==> src/core/cdr_pkg.sv <==
// Shared constants and types for the clock-recovery demultiplexer model.
// Assumes every importer runs on the single system clock.
package cdr_pkg;
  // Band select codes that switch the oscillator off
  localparam logic [2:0] BAND_OFF_LOW  = 3'h0;
  localparam logic [2:0] BAND_OFF_HIGH = 3'h7;
  localparam int         OSC_COUNT     = 6;
  // Band edges in units of 0.1 GHz, lowest and highest band
  localparam int         BAND_LOW_MIN  = 167;
  localparam int         BAND_HIGH_MAX = 399;
  // Frequency monitor
  localparam int         REF_DIVIDE         = 32;
  localparam int         REF_WINDOW_PERIODS = 32;
  localparam int         LOCK_TOL_PPM       = 1000;
  localparam int         PPM_SCALE          = 1000000;
  // Charge pump shortfall below maximum, in units of 10 uA
  localparam int         PUMP_WIDTH    = 5;
  localparam logic [4:0] PUMP_DEF_00   = 5'h1F;
  localparam logic [4:0] PUMP_DEF_01   = 5'h1B;
  localparam logic [4:0] PUMP_DEF_10   = 5'h04;
  localparam logic [4:0] PUMP_DEF_11   = 5'h00;
  localparam int         BIAS_WIDTH    = 8;
  // Data path
  localparam int         LANE_WIDTH    = 2;
  localparam int         BUFFER_DEPTH  = 2;
  localparam int         EVEN_LANE     = 0;
  localparam int         ODD_LANE      = 1;
  localparam logic       POL_DIRECT    = 1'b1;
  localparam logic       REF_MODE_LVDS = 1'b1;

  typedef enum logic {
    HALF_LOW  = 1'b0,
    HALF_HIGH = 1'b1
  } half_phase_t;
endpackage

==> src/core/lane_word_if.sv <==
// Carrier for two-bit demultiplexed words between internal stages.
// Assumes source and sink share the system clock.
`timescale 1ns/1ps
interface lane_word_if #(parameter int WIDTH = 2) ();
  logic [WIDTH-1:0] word;
  logic             valid;
  logic             ready;
  modport source (output word, output valid, input ready);
  modport sink   (input word, input valid, output ready);
endinterface

==> src/core/lane_buffer.sv <==
// Small word buffer with valid and ready on both sides.
// Assumes the filling side holds its word until ready is seen.
`timescale 1ns/1ps
module lane_buffer
  import cdr_pkg::*;
#(
  parameter int WIDTH = LANE_WIDTH,
  parameter int DEPTH = BUFFER_DEPTH
) (
  // Clock and reset
  input wire logic    clk_i,
  input wire logic    rst_i,
  // Word sides
  lane_word_if.sink   fill,
  lane_word_if.source drain
);
  localparam int PW = (DEPTH > 1) ? $clog2(DEPTH) : 1;
  localparam int CW = $clog2(DEPTH + 1);

  typedef struct packed {
    logic [DEPTH-1:0][WIDTH-1:0] slot;
    logic [PW-1:0]               wr;
    logic [PW-1:0]               rd;
    logic [CW-1:0]               count;
  } buf_state_t;

  buf_state_t st;
  buf_state_t next_st;
  logic       push;
  logic       pop;

  assign fill.ready  = (st.count != CW'(DEPTH));
  assign drain.valid = (st.count != '0);
  assign drain.word  = st.slot[st.rd];

  always_comb begin
    next_st = st;
    push = fill.valid && fill.ready;
    pop = drain.ready && drain.valid;
    if (push) begin
      next_st.slot[st.wr] = fill.word;
      next_st.wr = (st.wr == PW'(DEPTH - 1)) ? '0 : st.wr + PW'(1);
    end
    if (pop) begin
      next_st.rd = (st.rd == PW'(DEPTH - 1)) ? '0 : st.rd + PW'(1);
    end
    if (push && !pop) begin
      next_st.count = st.count + CW'(1);
    end else if (pop && !push) begin
      next_st.count = st.count - CW'(1);
    end
  end

  always_ff @(posedge clk_i or posedge rst_i) begin
    if (rst_i) begin
      st <= '0;
    end else begin
      st <= next_st;
    end
  end
endmodule

==> src/core/lock_monitor.sv <==
// Compares recovered clock cycles against reference periods.
// Assumes the reference level is already synchronous to the clock.
`timescale 1ns/1ps
module lock_monitor
  import cdr_pkg::*;
#(
  parameter int RATIO   = REF_DIVIDE,
  parameter int PERIODS = REF_WINDOW_PERIODS,
  parameter int TOL_PPM = LOCK_TOL_PPM
) (
  // Clock and reset
  input wire logic clk_i,
  input wire logic rst_i,
  // Status
  input wire logic run_i,
  input wire logic ref_i,
  output logic     fail_o
);
  localparam int EXPECT = RATIO * PERIODS;
  localparam int TOL    = EXPECT * TOL_PPM / PPM_SCALE;
  localparam int LIMIT  = EXPECT + TOL + 1;
  localparam int CW     = $clog2(LIMIT + 2);
  localparam int PW     = $clog2(PERIODS + 1);

  typedef struct packed {
    logic          ref_q;
    logic          started;
    logic [CW-1:0] cycles;
    logic [PW-1:0] periods;
    logic          fail;
  } mon_state_t;

  mon_state_t    st;
  mon_state_t    next_st;
  logic          rise;
  logic          closing;
  logic [CW-1:0] elapsed;

  assign fail_o = st.fail;

  always_comb begin
    next_st = st;
    rise = ref_i && !st.ref_q;
    elapsed = st.cycles + CW'(1);
    closing = st.started && rise && (st.periods == PW'(PERIODS - 1));
    next_st.ref_q = ref_i;
    if (!run_i) begin
      next_st.started = 1'b0;
      next_st.cycles = '0;
      next_st.periods = '0;
      next_st.fail = 1'b1;
    end else if (rise && !st.started) begin
      next_st.started = 1'b1;
      next_st.cycles = '0;
      next_st.periods = '0;
    end else if (closing) begin
      // Window judged both ways
      next_st.fail = (elapsed > CW'(EXPECT + TOL)) || (elapsed < CW'(EXPECT - TOL));
      next_st.cycles = '0;
      next_st.periods = '0;
    end else if (st.started) begin
      // Reference stopped or far too slow: alarm and resync
      if (st.cycles == CW'(LIMIT)) begin
        next_st.fail = 1'b1;
        next_st.started = 1'b0;
      end else begin
        next_st.cycles = elapsed;
        if (rise) begin
          next_st.periods = st.periods + PW'(1);
        end
      end
    end
  end

  always_ff @(posedge clk_i or posedge rst_i) begin
    if (rst_i) begin
      st <= '0;
      st.fail <= 1'b1;
    end else begin
      st <= next_st;
    end
  end
endmodule

==> src/core/cdr_demux_one_to_two.sv <==
// Clock-recovery demultiplexer: retimes a serial stream, splits it into
// two half-rate lanes, watches frequency lock against a reference.
// Assumes one serial bit per system clock and synchronous control pins.
// What this block does
// Band codes 1-6 enable one of six oscillators; codes 0 and 7 switch off.
// Bands 1-6 rise and overlap, spanning at least 16.7 to 39.9 GHz.
// The partner supplies a reference at one thirty-second of the oscillator rate.
// Alarm when recovered clock over 32 differs from reference beyond 1000 ppm.
// Pump bits set current at max minus 0.31, 0.27, 0.04 mA, or max.
// Follower bias current grows linearly with the control byte.
// Recovered clock samples each data bit at its centre.
// Recovered clock divided by two forms the half-rate clock for demux.
// Demux captures consecutive bits on both half-clock edges into 2-bit words.
// Lane swap exchanges which output lane carries which bit.
// Polarity 1 passes, 0 inverts full-rate and both half-rate outputs.
// Reference input is CML single-ended when low, LVDS differential when high.
// Full data, half clock and half data outputs each have their own enable.
// Partner may blindly toggle lane swap and must find correct order itself.
// Half-rate clock output is tightly phase aligned with the lane outputs.
// Retimed full-rate data also appears on its own output.
// Each enable bit turns its buffer on at 1, off at 0.
// Half clock falling edge coincides with lane data transitions.
// Off band code keeps the alarm set and data outputs static.
`timescale 1ns/1ps
module cdr_demux_one_to_two
  import cdr_pkg::*;
#(
  parameter int RATIO   = REF_DIVIDE,
  parameter int PERIODS = REF_WINDOW_PERIODS,
  parameter int TOL_PPM = LOCK_TOL_PPM
) (
  // Clock and reset
  input wire logic                   CLK_SYS_I,
  input wire logic                   SYS_RST_I,
  // Serial line and reference
  input wire logic                   SERIAL_IN_POS_I,
  input wire logic                   SERIAL_IN_NEG_I,
  input wire logic                   REFERENCE_CLOCK_POS_I,
  input wire logic                   REFERENCE_CLOCK_NEG_I,
  // Loop controls
  input wire logic [2:0]             BAND_SELECT_I,
  input wire logic                   PUMP_COARSE_I,
  input wire logic                   PUMP_FINE_I,
  input wire logic [BIAS_WIDTH-1:0]  FOLLOWER_CURRENT_I,
  input wire logic                   REF_MODE_LVDS_I,
  // Output controls
  input wire logic                   POLARITY_DIRECT_I,
  input wire logic                   LANE_SWAP_I,
  input wire logic                   FULL_DATA_OUT_ENABLE_I,
  input wire logic                   HALF_CLOCK_OUT_ENABLE_I,
  input wire logic                   HALF_DATA_OUT_ENABLE_I,
  input wire logic                   HALF_READY_I,
  // Full-rate data
  output logic                       FULL_DATA_OUT_POS_O,
  output logic                       FULL_DATA_OUT_NEG_O,
  // Half-rate lanes and clock
  output logic                       EVEN_LANE_OUT_POS_O,
  output logic                       EVEN_LANE_OUT_NEG_O,
  output logic                       ODD_LANE_OUT_POS_O,
  output logic                       ODD_LANE_OUT_NEG_O,
  output logic                       HALF_CLOCK_OUT_POS_O,
  output logic                       HALF_CLOCK_OUT_NEG_O,
  output logic                       HALF_VALID_O,
  // Loop status and analog settings
  output logic                       LOSS_OF_LOCK_O,
  output logic [OSC_COUNT-1:0]       OSC_ENABLE_O,
  output logic [PUMP_WIDTH-1:0]      PUMP_DEFICIT_O,
  output logic [BIAS_WIDTH-1:0]      FOLLOWER_BIAS_O,
  output logic                       REF_TERM_SINGLE_O,
  output logic                       REF_TERM_DIFF_O
);
  typedef struct packed {
    logic                  retimed;
    half_phase_t           demux_phase;
    logic                  even_hold;
    logic [LANE_WIDTH-1:0] word;
    logic                  word_valid;
    half_phase_t           out_phase;
    logic [LANE_WIDTH-1:0] lane_bits;
    logic                  full_pos;
    logic                  full_neg;
    logic                  even_pos;
    logic                  even_neg;
    logic                  odd_pos;
    logic                  odd_neg;
    logic                  hclk_pos;
    logic                  hclk_neg;
    logic                  valid;
    logic                  lol;
    logic [OSC_COUNT-1:0]  osc_en;
    logic [PUMP_WIDTH-1:0] deficit;
    logic [BIAS_WIDTH-1:0] bias;
    logic                  term_single;
    logic                  term_diff;
    logic                  ref_level;
  } top_state_t;

  top_state_t            st;
  top_state_t            next_st;
  logic                  osc_on;
  logic                  serial_bit;
  logic                  demux_advance;
  logic                  take;
  logic                  mon_fail;
  logic [LANE_WIDTH-1:0] lanes;
  logic                  invert;

  lane_word_if #(.WIDTH(LANE_WIDTH)) demux_link ();
  lane_word_if #(.WIDTH(LANE_WIDTH)) out_link ();

  lane_buffer #(
    .WIDTH (LANE_WIDTH),
    .DEPTH (BUFFER_DEPTH)
  ) u_buffer (
    .clk_i (CLK_SYS_I),
    .rst_i (SYS_RST_I),
    .fill  (demux_link),
    .drain (out_link)
  );

  lock_monitor #(
    .RATIO   (RATIO),
    .PERIODS (PERIODS),
    .TOL_PPM (TOL_PPM)
  ) u_monitor (
    .clk_i  (CLK_SYS_I),
    .rst_i  (SYS_RST_I),
    .run_i  (osc_on),
    .ref_i  (st.ref_level),
    .fail_o (mon_fail)
  );

  assign osc_on = (BAND_SELECT_I != BAND_OFF_LOW) && (BAND_SELECT_I != BAND_OFF_HIGH);
  assign serial_bit = SERIAL_IN_POS_I && !SERIAL_IN_NEG_I;
  assign invert = (POLARITY_DIRECT_I != POL_DIRECT);
  assign demux_link.word = st.word;
  assign demux_link.valid = st.word_valid;
  // Drain only at the top of a half clock, so data moves on its falling edge
  assign out_link.ready = osc_on && (st.out_phase == HALF_HIGH) && HALF_READY_I;

  always_comb begin
    next_st = st;
    take = out_link.valid && out_link.ready;
    demux_advance = !st.word_valid || demux_link.ready;
    lanes = out_link.word;
    // Band code decode
    for (int i = 0; i < OSC_COUNT; i++) begin
      next_st.osc_en[i] = (BAND_SELECT_I == 3'(i + 1));
    end
    // Pump current table
    unique case ({PUMP_COARSE_I, PUMP_FINE_I})
      2'b00: next_st.deficit = PUMP_DEF_00;
      2'b01: next_st.deficit = PUMP_DEF_01;
      2'b10: next_st.deficit = PUMP_DEF_10;
      2'b11: next_st.deficit = PUMP_DEF_11;
    endcase
    // Linear follower bias
    next_st.bias = osc_on ? FOLLOWER_CURRENT_I : '0;
    // Reference termination and receiver mode
    next_st.term_single = (REF_MODE_LVDS_I != REF_MODE_LVDS);
    next_st.term_diff = (REF_MODE_LVDS_I == REF_MODE_LVDS);
    if (REF_MODE_LVDS_I == REF_MODE_LVDS) begin
      next_st.ref_level = REFERENCE_CLOCK_POS_I && !REFERENCE_CLOCK_NEG_I;
    end else begin
      next_st.ref_level = REFERENCE_CLOCK_POS_I;
    end
    // Alarm from the frequency monitor
    next_st.lol = mon_fail || !osc_on;
    // With no oscillator the data-side registers hold, but the buffer can still take the held word
    if (osc_on) begin
      // Sampling point taken as bit centre
      next_st.retimed = serial_bit;
      if (st.word_valid && demux_link.ready) begin
        next_st.word_valid = 1'b0;
      end
      // Divide-by-two phase paces the demux
      if (demux_advance) begin
        if (st.demux_phase == HALF_LOW) begin
          // First edge holds the even bit
          next_st.even_hold = st.retimed;
          next_st.demux_phase = HALF_HIGH;
        end else begin
          // Second edge completes the word
          next_st.word = {st.retimed, st.even_hold};
          next_st.word_valid = 1'b1;
          next_st.demux_phase = HALF_LOW;
        end
      end
      // Lane exchange on request
      if (LANE_SWAP_I) begin
        lanes = {out_link.word[EVEN_LANE], out_link.word[ODD_LANE]};
      end
      // New word lands with the falling clock
      if (take) begin
        next_st.lane_bits = lanes;
        next_st.out_phase = HALF_LOW;
        next_st.valid = 1'b1;
      end else if (st.out_phase == HALF_LOW) begin
        next_st.out_phase = HALF_HIGH;
      end else begin
        next_st.valid = 1'b0;
      end
      // Separate full-rate retimed output
      // Shared polarity on all three data outputs
      // Independent output enables
      // Enable 1 drives, 0 mutes both legs
      next_st.full_pos = FULL_DATA_OUT_ENABLE_I && (st.retimed ^ invert);
      next_st.full_neg = FULL_DATA_OUT_ENABLE_I && !(st.retimed ^ invert);
      next_st.even_pos = HALF_DATA_OUT_ENABLE_I && (next_st.lane_bits[EVEN_LANE] ^ invert);
      next_st.even_neg = HALF_DATA_OUT_ENABLE_I && !(next_st.lane_bits[EVEN_LANE] ^ invert);
      next_st.odd_pos = HALF_DATA_OUT_ENABLE_I && (next_st.lane_bits[ODD_LANE] ^ invert);
      next_st.odd_neg = HALF_DATA_OUT_ENABLE_I && !(next_st.lane_bits[ODD_LANE] ^ invert);
      // Clock and lanes leave from the same edge
      next_st.hclk_pos = HALF_CLOCK_OUT_ENABLE_I && (next_st.out_phase == HALF_HIGH);
      next_st.hclk_neg = HALF_CLOCK_OUT_ENABLE_I && (next_st.out_phase == HALF_LOW);
    end
  end

  always_ff @(posedge CLK_SYS_I or posedge SYS_RST_I) begin
    if (SYS_RST_I) begin
      st <= '0;
      st.lol <= 1'b1;
    end else begin
      st <= next_st;
    end
  end

  assign FULL_DATA_OUT_POS_O = st.full_pos;
  assign FULL_DATA_OUT_NEG_O = st.full_neg;
  assign EVEN_LANE_OUT_POS_O = st.even_pos;
  assign EVEN_LANE_OUT_NEG_O = st.even_neg;
  assign ODD_LANE_OUT_POS_O = st.odd_pos;
  assign ODD_LANE_OUT_NEG_O = st.odd_neg;
  assign HALF_CLOCK_OUT_POS_O = st.hclk_pos;
  assign HALF_CLOCK_OUT_NEG_O = st.hclk_neg;
  assign HALF_VALID_O = st.valid;
  assign LOSS_OF_LOCK_O = st.lol;
  assign OSC_ENABLE_O = st.osc_en;
  assign PUMP_DEFICIT_O = st.deficit;
  assign FOLLOWER_BIAS_O = st.bias;
  assign REF_TERM_SINGLE_O = st.term_single;
  assign REF_TERM_DIFF_O = st.term_diff;
endmodule

==> config.mk <==
export PLATFORM = sky130hd
export DESIGN_NAME = cdr_demux_one_to_two
export DESIGN_NICKNAME = d
export VERILOG_FILES = /design/src/core/cdr_pkg.sv /design/src/core/lane_word_if.sv /design/src/core/lane_buffer.sv /design/src/core/lock_monitor.sv /design/src/core/cdr_demux_one_to_two.sv
export SDC_FILE = /design/constraint.sdc
export NUM_CORES = 1
export LEC_CHECK = 0
export BUFFER_PORTS_ARGS = -buffer_cell sky130_fd_sc_hd__buf_2
export CORE_MARGIN = 1.5
export CORE_UTILIZATION = 55
export CTS_CLUSTER_SIZE = 8
export DETAILED_ROUTE_END_ITERATION = 6
export PLACE_DENSITY_LB_ADDON = 0.08
export SYNTH_ARGS = -nofsm -noshare
export SYNTH_HDL_FRONTEND = slang
export SYNTH_SLANG_ARGS = --single-unit
export TNS_END_PERCENT = 50
==> constraint.sdc <==
create_clock -name CLK_SYS_I -period 2.5 [get_ports CLK_SYS_I]
set_input_delay 0.5 -clock CLK_SYS_I [delete_from_list [all_inputs] [get_ports CLK_SYS_I]]
set_output_delay 0.5 -clock CLK_SYS_I [all_outputs]
set_load 0.05 [all_outputs]
# Word-level counts from Yosys, hierarchy flattened
# Cells that the tools add are included.
# word_totals
ff_bits	69
inputBits	26
elab_cells	152
# op_classes
addsub	6
n_lt_le_gt_ge	5
eq_ne	20
mux	33
bitwise	7
reduce_logical	48
# op_table
cell	n
$mux W19	2
$mux W18	2
$logic_and A1 B1 Y1	22
$pmux W5 S4	1
$mux W17	1
$mux W2	8
$mux W1	15
$reduce_and A3 Y1	4
$add A11 B1 Y11 const B	1
$eq A11 B11 Y1 const B	1
$gt A11 B11 Y1 const B	1
$logic_not A1 Y1	11
$lt A11 B10 Y1 const B	1
$eq A3 B3 Y1 const B	3
$mux W8	1
$ne A4 B1 Y1 const B	2
$add A6 B1 Y6 const B	1
$eq A3 B2 Y1 const B	2
$eq A6 B5 Y1 const B	1
$mux W6	1
$ne A3 B1 Y1 const B	2
$ne A3 B3 Y1 const B	2
$reduce_and A2 Y1	3
$reduce_bool A2 Y1	3
other kinds (17)	28

# Longest topological paths before layout
# logic_depth
word_depth	10
ltp_mapped	9

# Modules after synthesis
# A second synthesis with hierarchy kept.
# hier_totals
hier_cells	319
area_unflattened_um2	3395.8
# by_module_without_submodules
module	n_inst	cells_per_inst	area_each_um2	seq_area_each_um2
cdr_demux_one_to_two	1	138	1647.8	952.2
lock_monitor	1	153	1356.3	501.7
lane_buffer	1	28	391.6	200.2

# Worst setup path before layout
# Ideal clock, no wire load.
# synth_timing
path_type	reg-to-reg
start	reg u_monitor.st[7] in the netlist's numbering
end	reg u_monitor.st[14] in the netlist's numbering
setup_ns	0.118
arrival_time_ns	1.804
required_ns	2.382
path_slack_ns	0.578
path_stages_with_launch	10
path_buffers	2
cell_sequence	dfrtp_1 > buf_2 > inv_1 > ha_1 > nor4bb_1 > nand4b_1 > and4_4 > buf_6 > a21o_1 > a21o_1
# synth_between
elab_chain_cells	6
# synth_lines
element	line_no	rtl
start: declaration	lock_monitor.sv:33	mon_state_t st;
start signal: assignment	lock_monitor.sv:80	st <= next_st;
$add A11 B1 Y11	lock_monitor.sv:44	elapsed = st.cycles + CW'(1);
$mux W17	lock_monitor.sv:63	if (st.cycles == CW'(LIMIT)) begin
$mux W19	lock_monitor.sv:61	end else if (st.started) begin
$mux W18	lock_monitor.sv:56	end else if (closing) begin
$mux W18	lock_monitor.sv:52	end else if (rise && !st.started) begin
$mux W19	lock_monitor.sv:47	if (!run_i) begin
# Several ways; a longest one is shown, not always the timed one. The select of a mux whose other input is x is not followed.
# A chain may end at the register's enable or synchronous reset.

# Worst setup path in the final report
# layout_timing
start	reg u_monitor.st[7] in the netlist's numbering
end	reg u_monitor.st[3] in the netlist's numbering
# layout_between
elab_chain_cells	3
# layout_lines
element	line_no
$eq A11 B11 Y1	lock_monitor.sv:63
$ne A4 B2 Y1 (no source line)	--
$reduce_and A3 Y1 (no source line)	--
# Every way passes these cells.

==> results.md <==
* Initial antenna violation count at 0
* Total number of yosys warnings at 0
* Maxcap violations at 0
* Die Wd at roughly 80 um
* First-pass GRT wire length at ~11 mm
* Max Fclk at approximately 460 MHz
* # port buffers at 56
* Worst VDD drop at between 0.5 and 0.6 mV
* Synth area leader: dfrtp_1
* Setup Viol. Count Final at 0
* NumNets Final at about 390
* Grt ovf at 0
* Final core occ at 0.649
* Worst skew pair latency at ~0.34 ns
* CTS clk-pin slew, worst paths at ~0.07 ns
* Iter 0 DRT Violations at ~230
* Synth top area cells: dfrtp_1 (49%), nand2_1 (4.8%), buf_4 (4.6%)
* Tcrit/Tclk final at 0.865
* Row Count at 27
* Clock Tree Root: clkbuf_8
* Top cell type's share of synthesized area at 0.489
* Net Count, Synth at around 350
* Setup_tns at 0 ns
* Number of diodes at 0
* Via count at roughly 2300
* Register bit total from synthesis at 66
* CP arrival at roughly 2.4 ns
* Class of the most critical hold timing path: input port to asynchronous set/reset pin
* Most frequent cells in the layout: dfrtp_1 (64), buf_2 (56), nand2_1 (42)
* Syn avg cell area at 10.2 um2
* Power share of the sequential group at 0.444
* Commonest non-fill, non-tap cell in the layout: dfrtp_1
* Layout cells sized above 1 at 0.258
* Worst Skew at between 0.008 and 0.009 ns
* Slew Viols, Final at 0
* Num CTS Buffers at 9
* Sw frac at 0.349
* Die height at around 80 um
* Drc violations at 0
* CTS tree: yes
* Synth cell types at 52
* Gate Count Post-Synth at between 300 and 400
* Clock share of power at 0.266
* CP startpoint kind: register
* Internal power at 2.08 mW
* Starting Density at 0.581
* Worst slew pin tran at around 0.56 ns
* CP max FO at 11
* CORE AREA at 5640 um2
* RSZ-0062 raised after global routing: false
* PD cells at approximately 870 nW/um2
* Setup CP Type: register to register
* I/O pin count at 57
* WP data required at around 2.7 ns
* Seq/Total Area, Yosys at 0.505
* Postcts setup bufs at 0
* Post-DR wirelength/cell at 14.5 um
* Fin crit period at 2.16 ns
* FF-to-FF setup slack at roughly 0.34 ns
* DRT antenna net count at 0
* Top FF cell, synth: dfrtp_1
* RD Place Congestion at approximately 0.86
* CTS Buffer Depth at 2
* Run status: finished clean
* Lkg Pwr at about 1.8 nW
* Post-synth EDFFs at 0
* H-tree depth at 3
* Share of async-settable or async-resettable flops after synthesis at 1.00
* Hold-fix buffers, CTS at 0
* TritonRoute pass-1 iters at 4
* Synthesized cell area at 3280 um2
* Vias in the first global route at between 2000 and 2500
* Max-slew headroom at 0.626
* Synthesis-to-layout area growth at 11.7%
* CP Capture Type: register
* Via density per instance at roughly 5.4
* Combinational power share at 0.290
* Clock Sinks at between 60 and 70
* HPWL Detailed at about 4.5 mm
* Final wirelength at around 6.3 mm
* Largest net degree at the start of global routing at 35
* Switching power at ~1.1 mW
* Fin. Hold Viols at 0
* Cts repair resizes at 0
* Total global-route track usage at 0.222
* Full die area at around 6400 um2
## power groups by stage
stage               logic (mW)  registers (mW)  clock network (mW)
floorplan                0.639            1.53                   0
global placement         0.906            1.43                   0
detailed placement       0.932            1.44                   0
CTS                      0.935            1.42               0.869
global route              1.03            1.45               0.918
finish                   0.926            1.42               0.851
## final cells by class
type,count,area (um2)
Tap cell,72,90.1
Fill cell,461,1980
Clock inverter,3,42.5
Clock buffer,13,139
Multi-Input combinational cell,207,1350
Inverter,14,52.6
Timing Repair Buffer,62,338
Sequential cell,66,1650
## worst max-delay path, cell delays in order (launching register included)
cell and delay (ns):
dfrtp_1 0.48, inv_1 0.13, ha_1 0.16, nor4bb_1 0.21
nand4b_1 0.31, o21ai_1 0.43, a21boi_0 0.18, mux2i_1 0.15
## cells by family (layout without fill, tap and decap cells)
family,Yosys count,after routing,share of synthesized area
xor+xnor,15,15,0.0401
buf+inv,48,92,0.0851
compound gates,48,48,0.0939
fa+ha+maj,5,5,0.0191
mux,19,19,0.0615
flops,66,66,0.505
simple gates,120,120,0.196
## state kept, by name (all words and copies together), names as in the netlist
register              flops
ODD_LANE_OUT_NEG_O        1
EVEN_LANE_OUT_POS_O       1
REF_TERM_DIFF_O           1
HALF_VALID_O              1
demux_link.valid          1
OSC_ENABLE_O              6
st                        7
HALF_CLOCK_OUT_NEG_O      1
PUMP_DEFICIT_O            2
u_buffer.st               8
FOLLOWER_BIAS_O           8
EVEN_LANE_OUT_NEG_O       1
demux_link.word           2
REF_TERM_SINGLE_O         1
HALF_CLOCK_OUT_POS_O      1
LOSS_OF_LOCK_O            1
u_monitor.fail_o          1
FULL_DATA_OUT_NEG_O       1
FULL_DATA_OUT_POS_O       1
u_monitor.st             19
ODD_LANE_OUT_POS_O        1
## worst paths after layout
check | from | to | cells after the start
setup / recovery | u_monitor.st[7] | u_monitor.st[3] | 7
hold reg to reg | st[0] | u_monitor.st[19] | 0
max in group asynchronous | SYS_RST_I | LOSS_OF_LOCK_O | 3
setup reg to reg | u_monitor.st[7] | u_monitor.st[3] | 7
min in group CLK_SYS_I | REF_MODE_LVDS_I | REF_TERM_DIFF_O | 1
hold / removal | SYS_RST_I | OSC_ENABLE_O[1] | 2
## per-stage QoR
step                instances  instance area (um2)  hold WS [ns]  total power [mW]  worst slack, ns
floorplan                 321                 3280         0.368              2.17            0.349
global placement          421                 3480         0.382              2.34            0.352
detailed placement        421                 3480         0.385              2.37            0.295
CTS                       437                 3660         0.143              3.23            0.355
global route              437                 3660         0.164              3.40            0.157
finish                    437                 3660         0.138              3.20            0.336
## synth_stat cells, types with 2 or more instances
master	n
mux2i_1	10
or2_2	2
xnor2_1	6
a21o_1	2
or3_1	2
mux2_2	9
and3b_1	2
o21a_1	2
a22o_1	2
inv_1	14
and3_1	9
nor2b_1	3
nor3_1	5
nor2_1	10
a211oi_1	2
ha_1	5
buf_6	2
nand3_1	12
o21ai_0	10
dfrtp_1	64
o31ai_1	3
nand4_1	5
a21oi_1	16
clkbuf_1	5
dfstp_2	2
xor2_1	9
buf_2	7
a21boi_0	3
nor4_1	4
nor3b_1	3
nand2b_1	10
nand2_1	42
buf_4	20
## routing by layer
layer,vias up,GRT usage,wire length [um]
li1,1160,-,-
met4,0,0.109,124
met1,1116,0.303,3010
met5,-,0,0
met2,62,0.336,2860
met3,11,0.0455,339
Power figures use the tool's default switching activity.
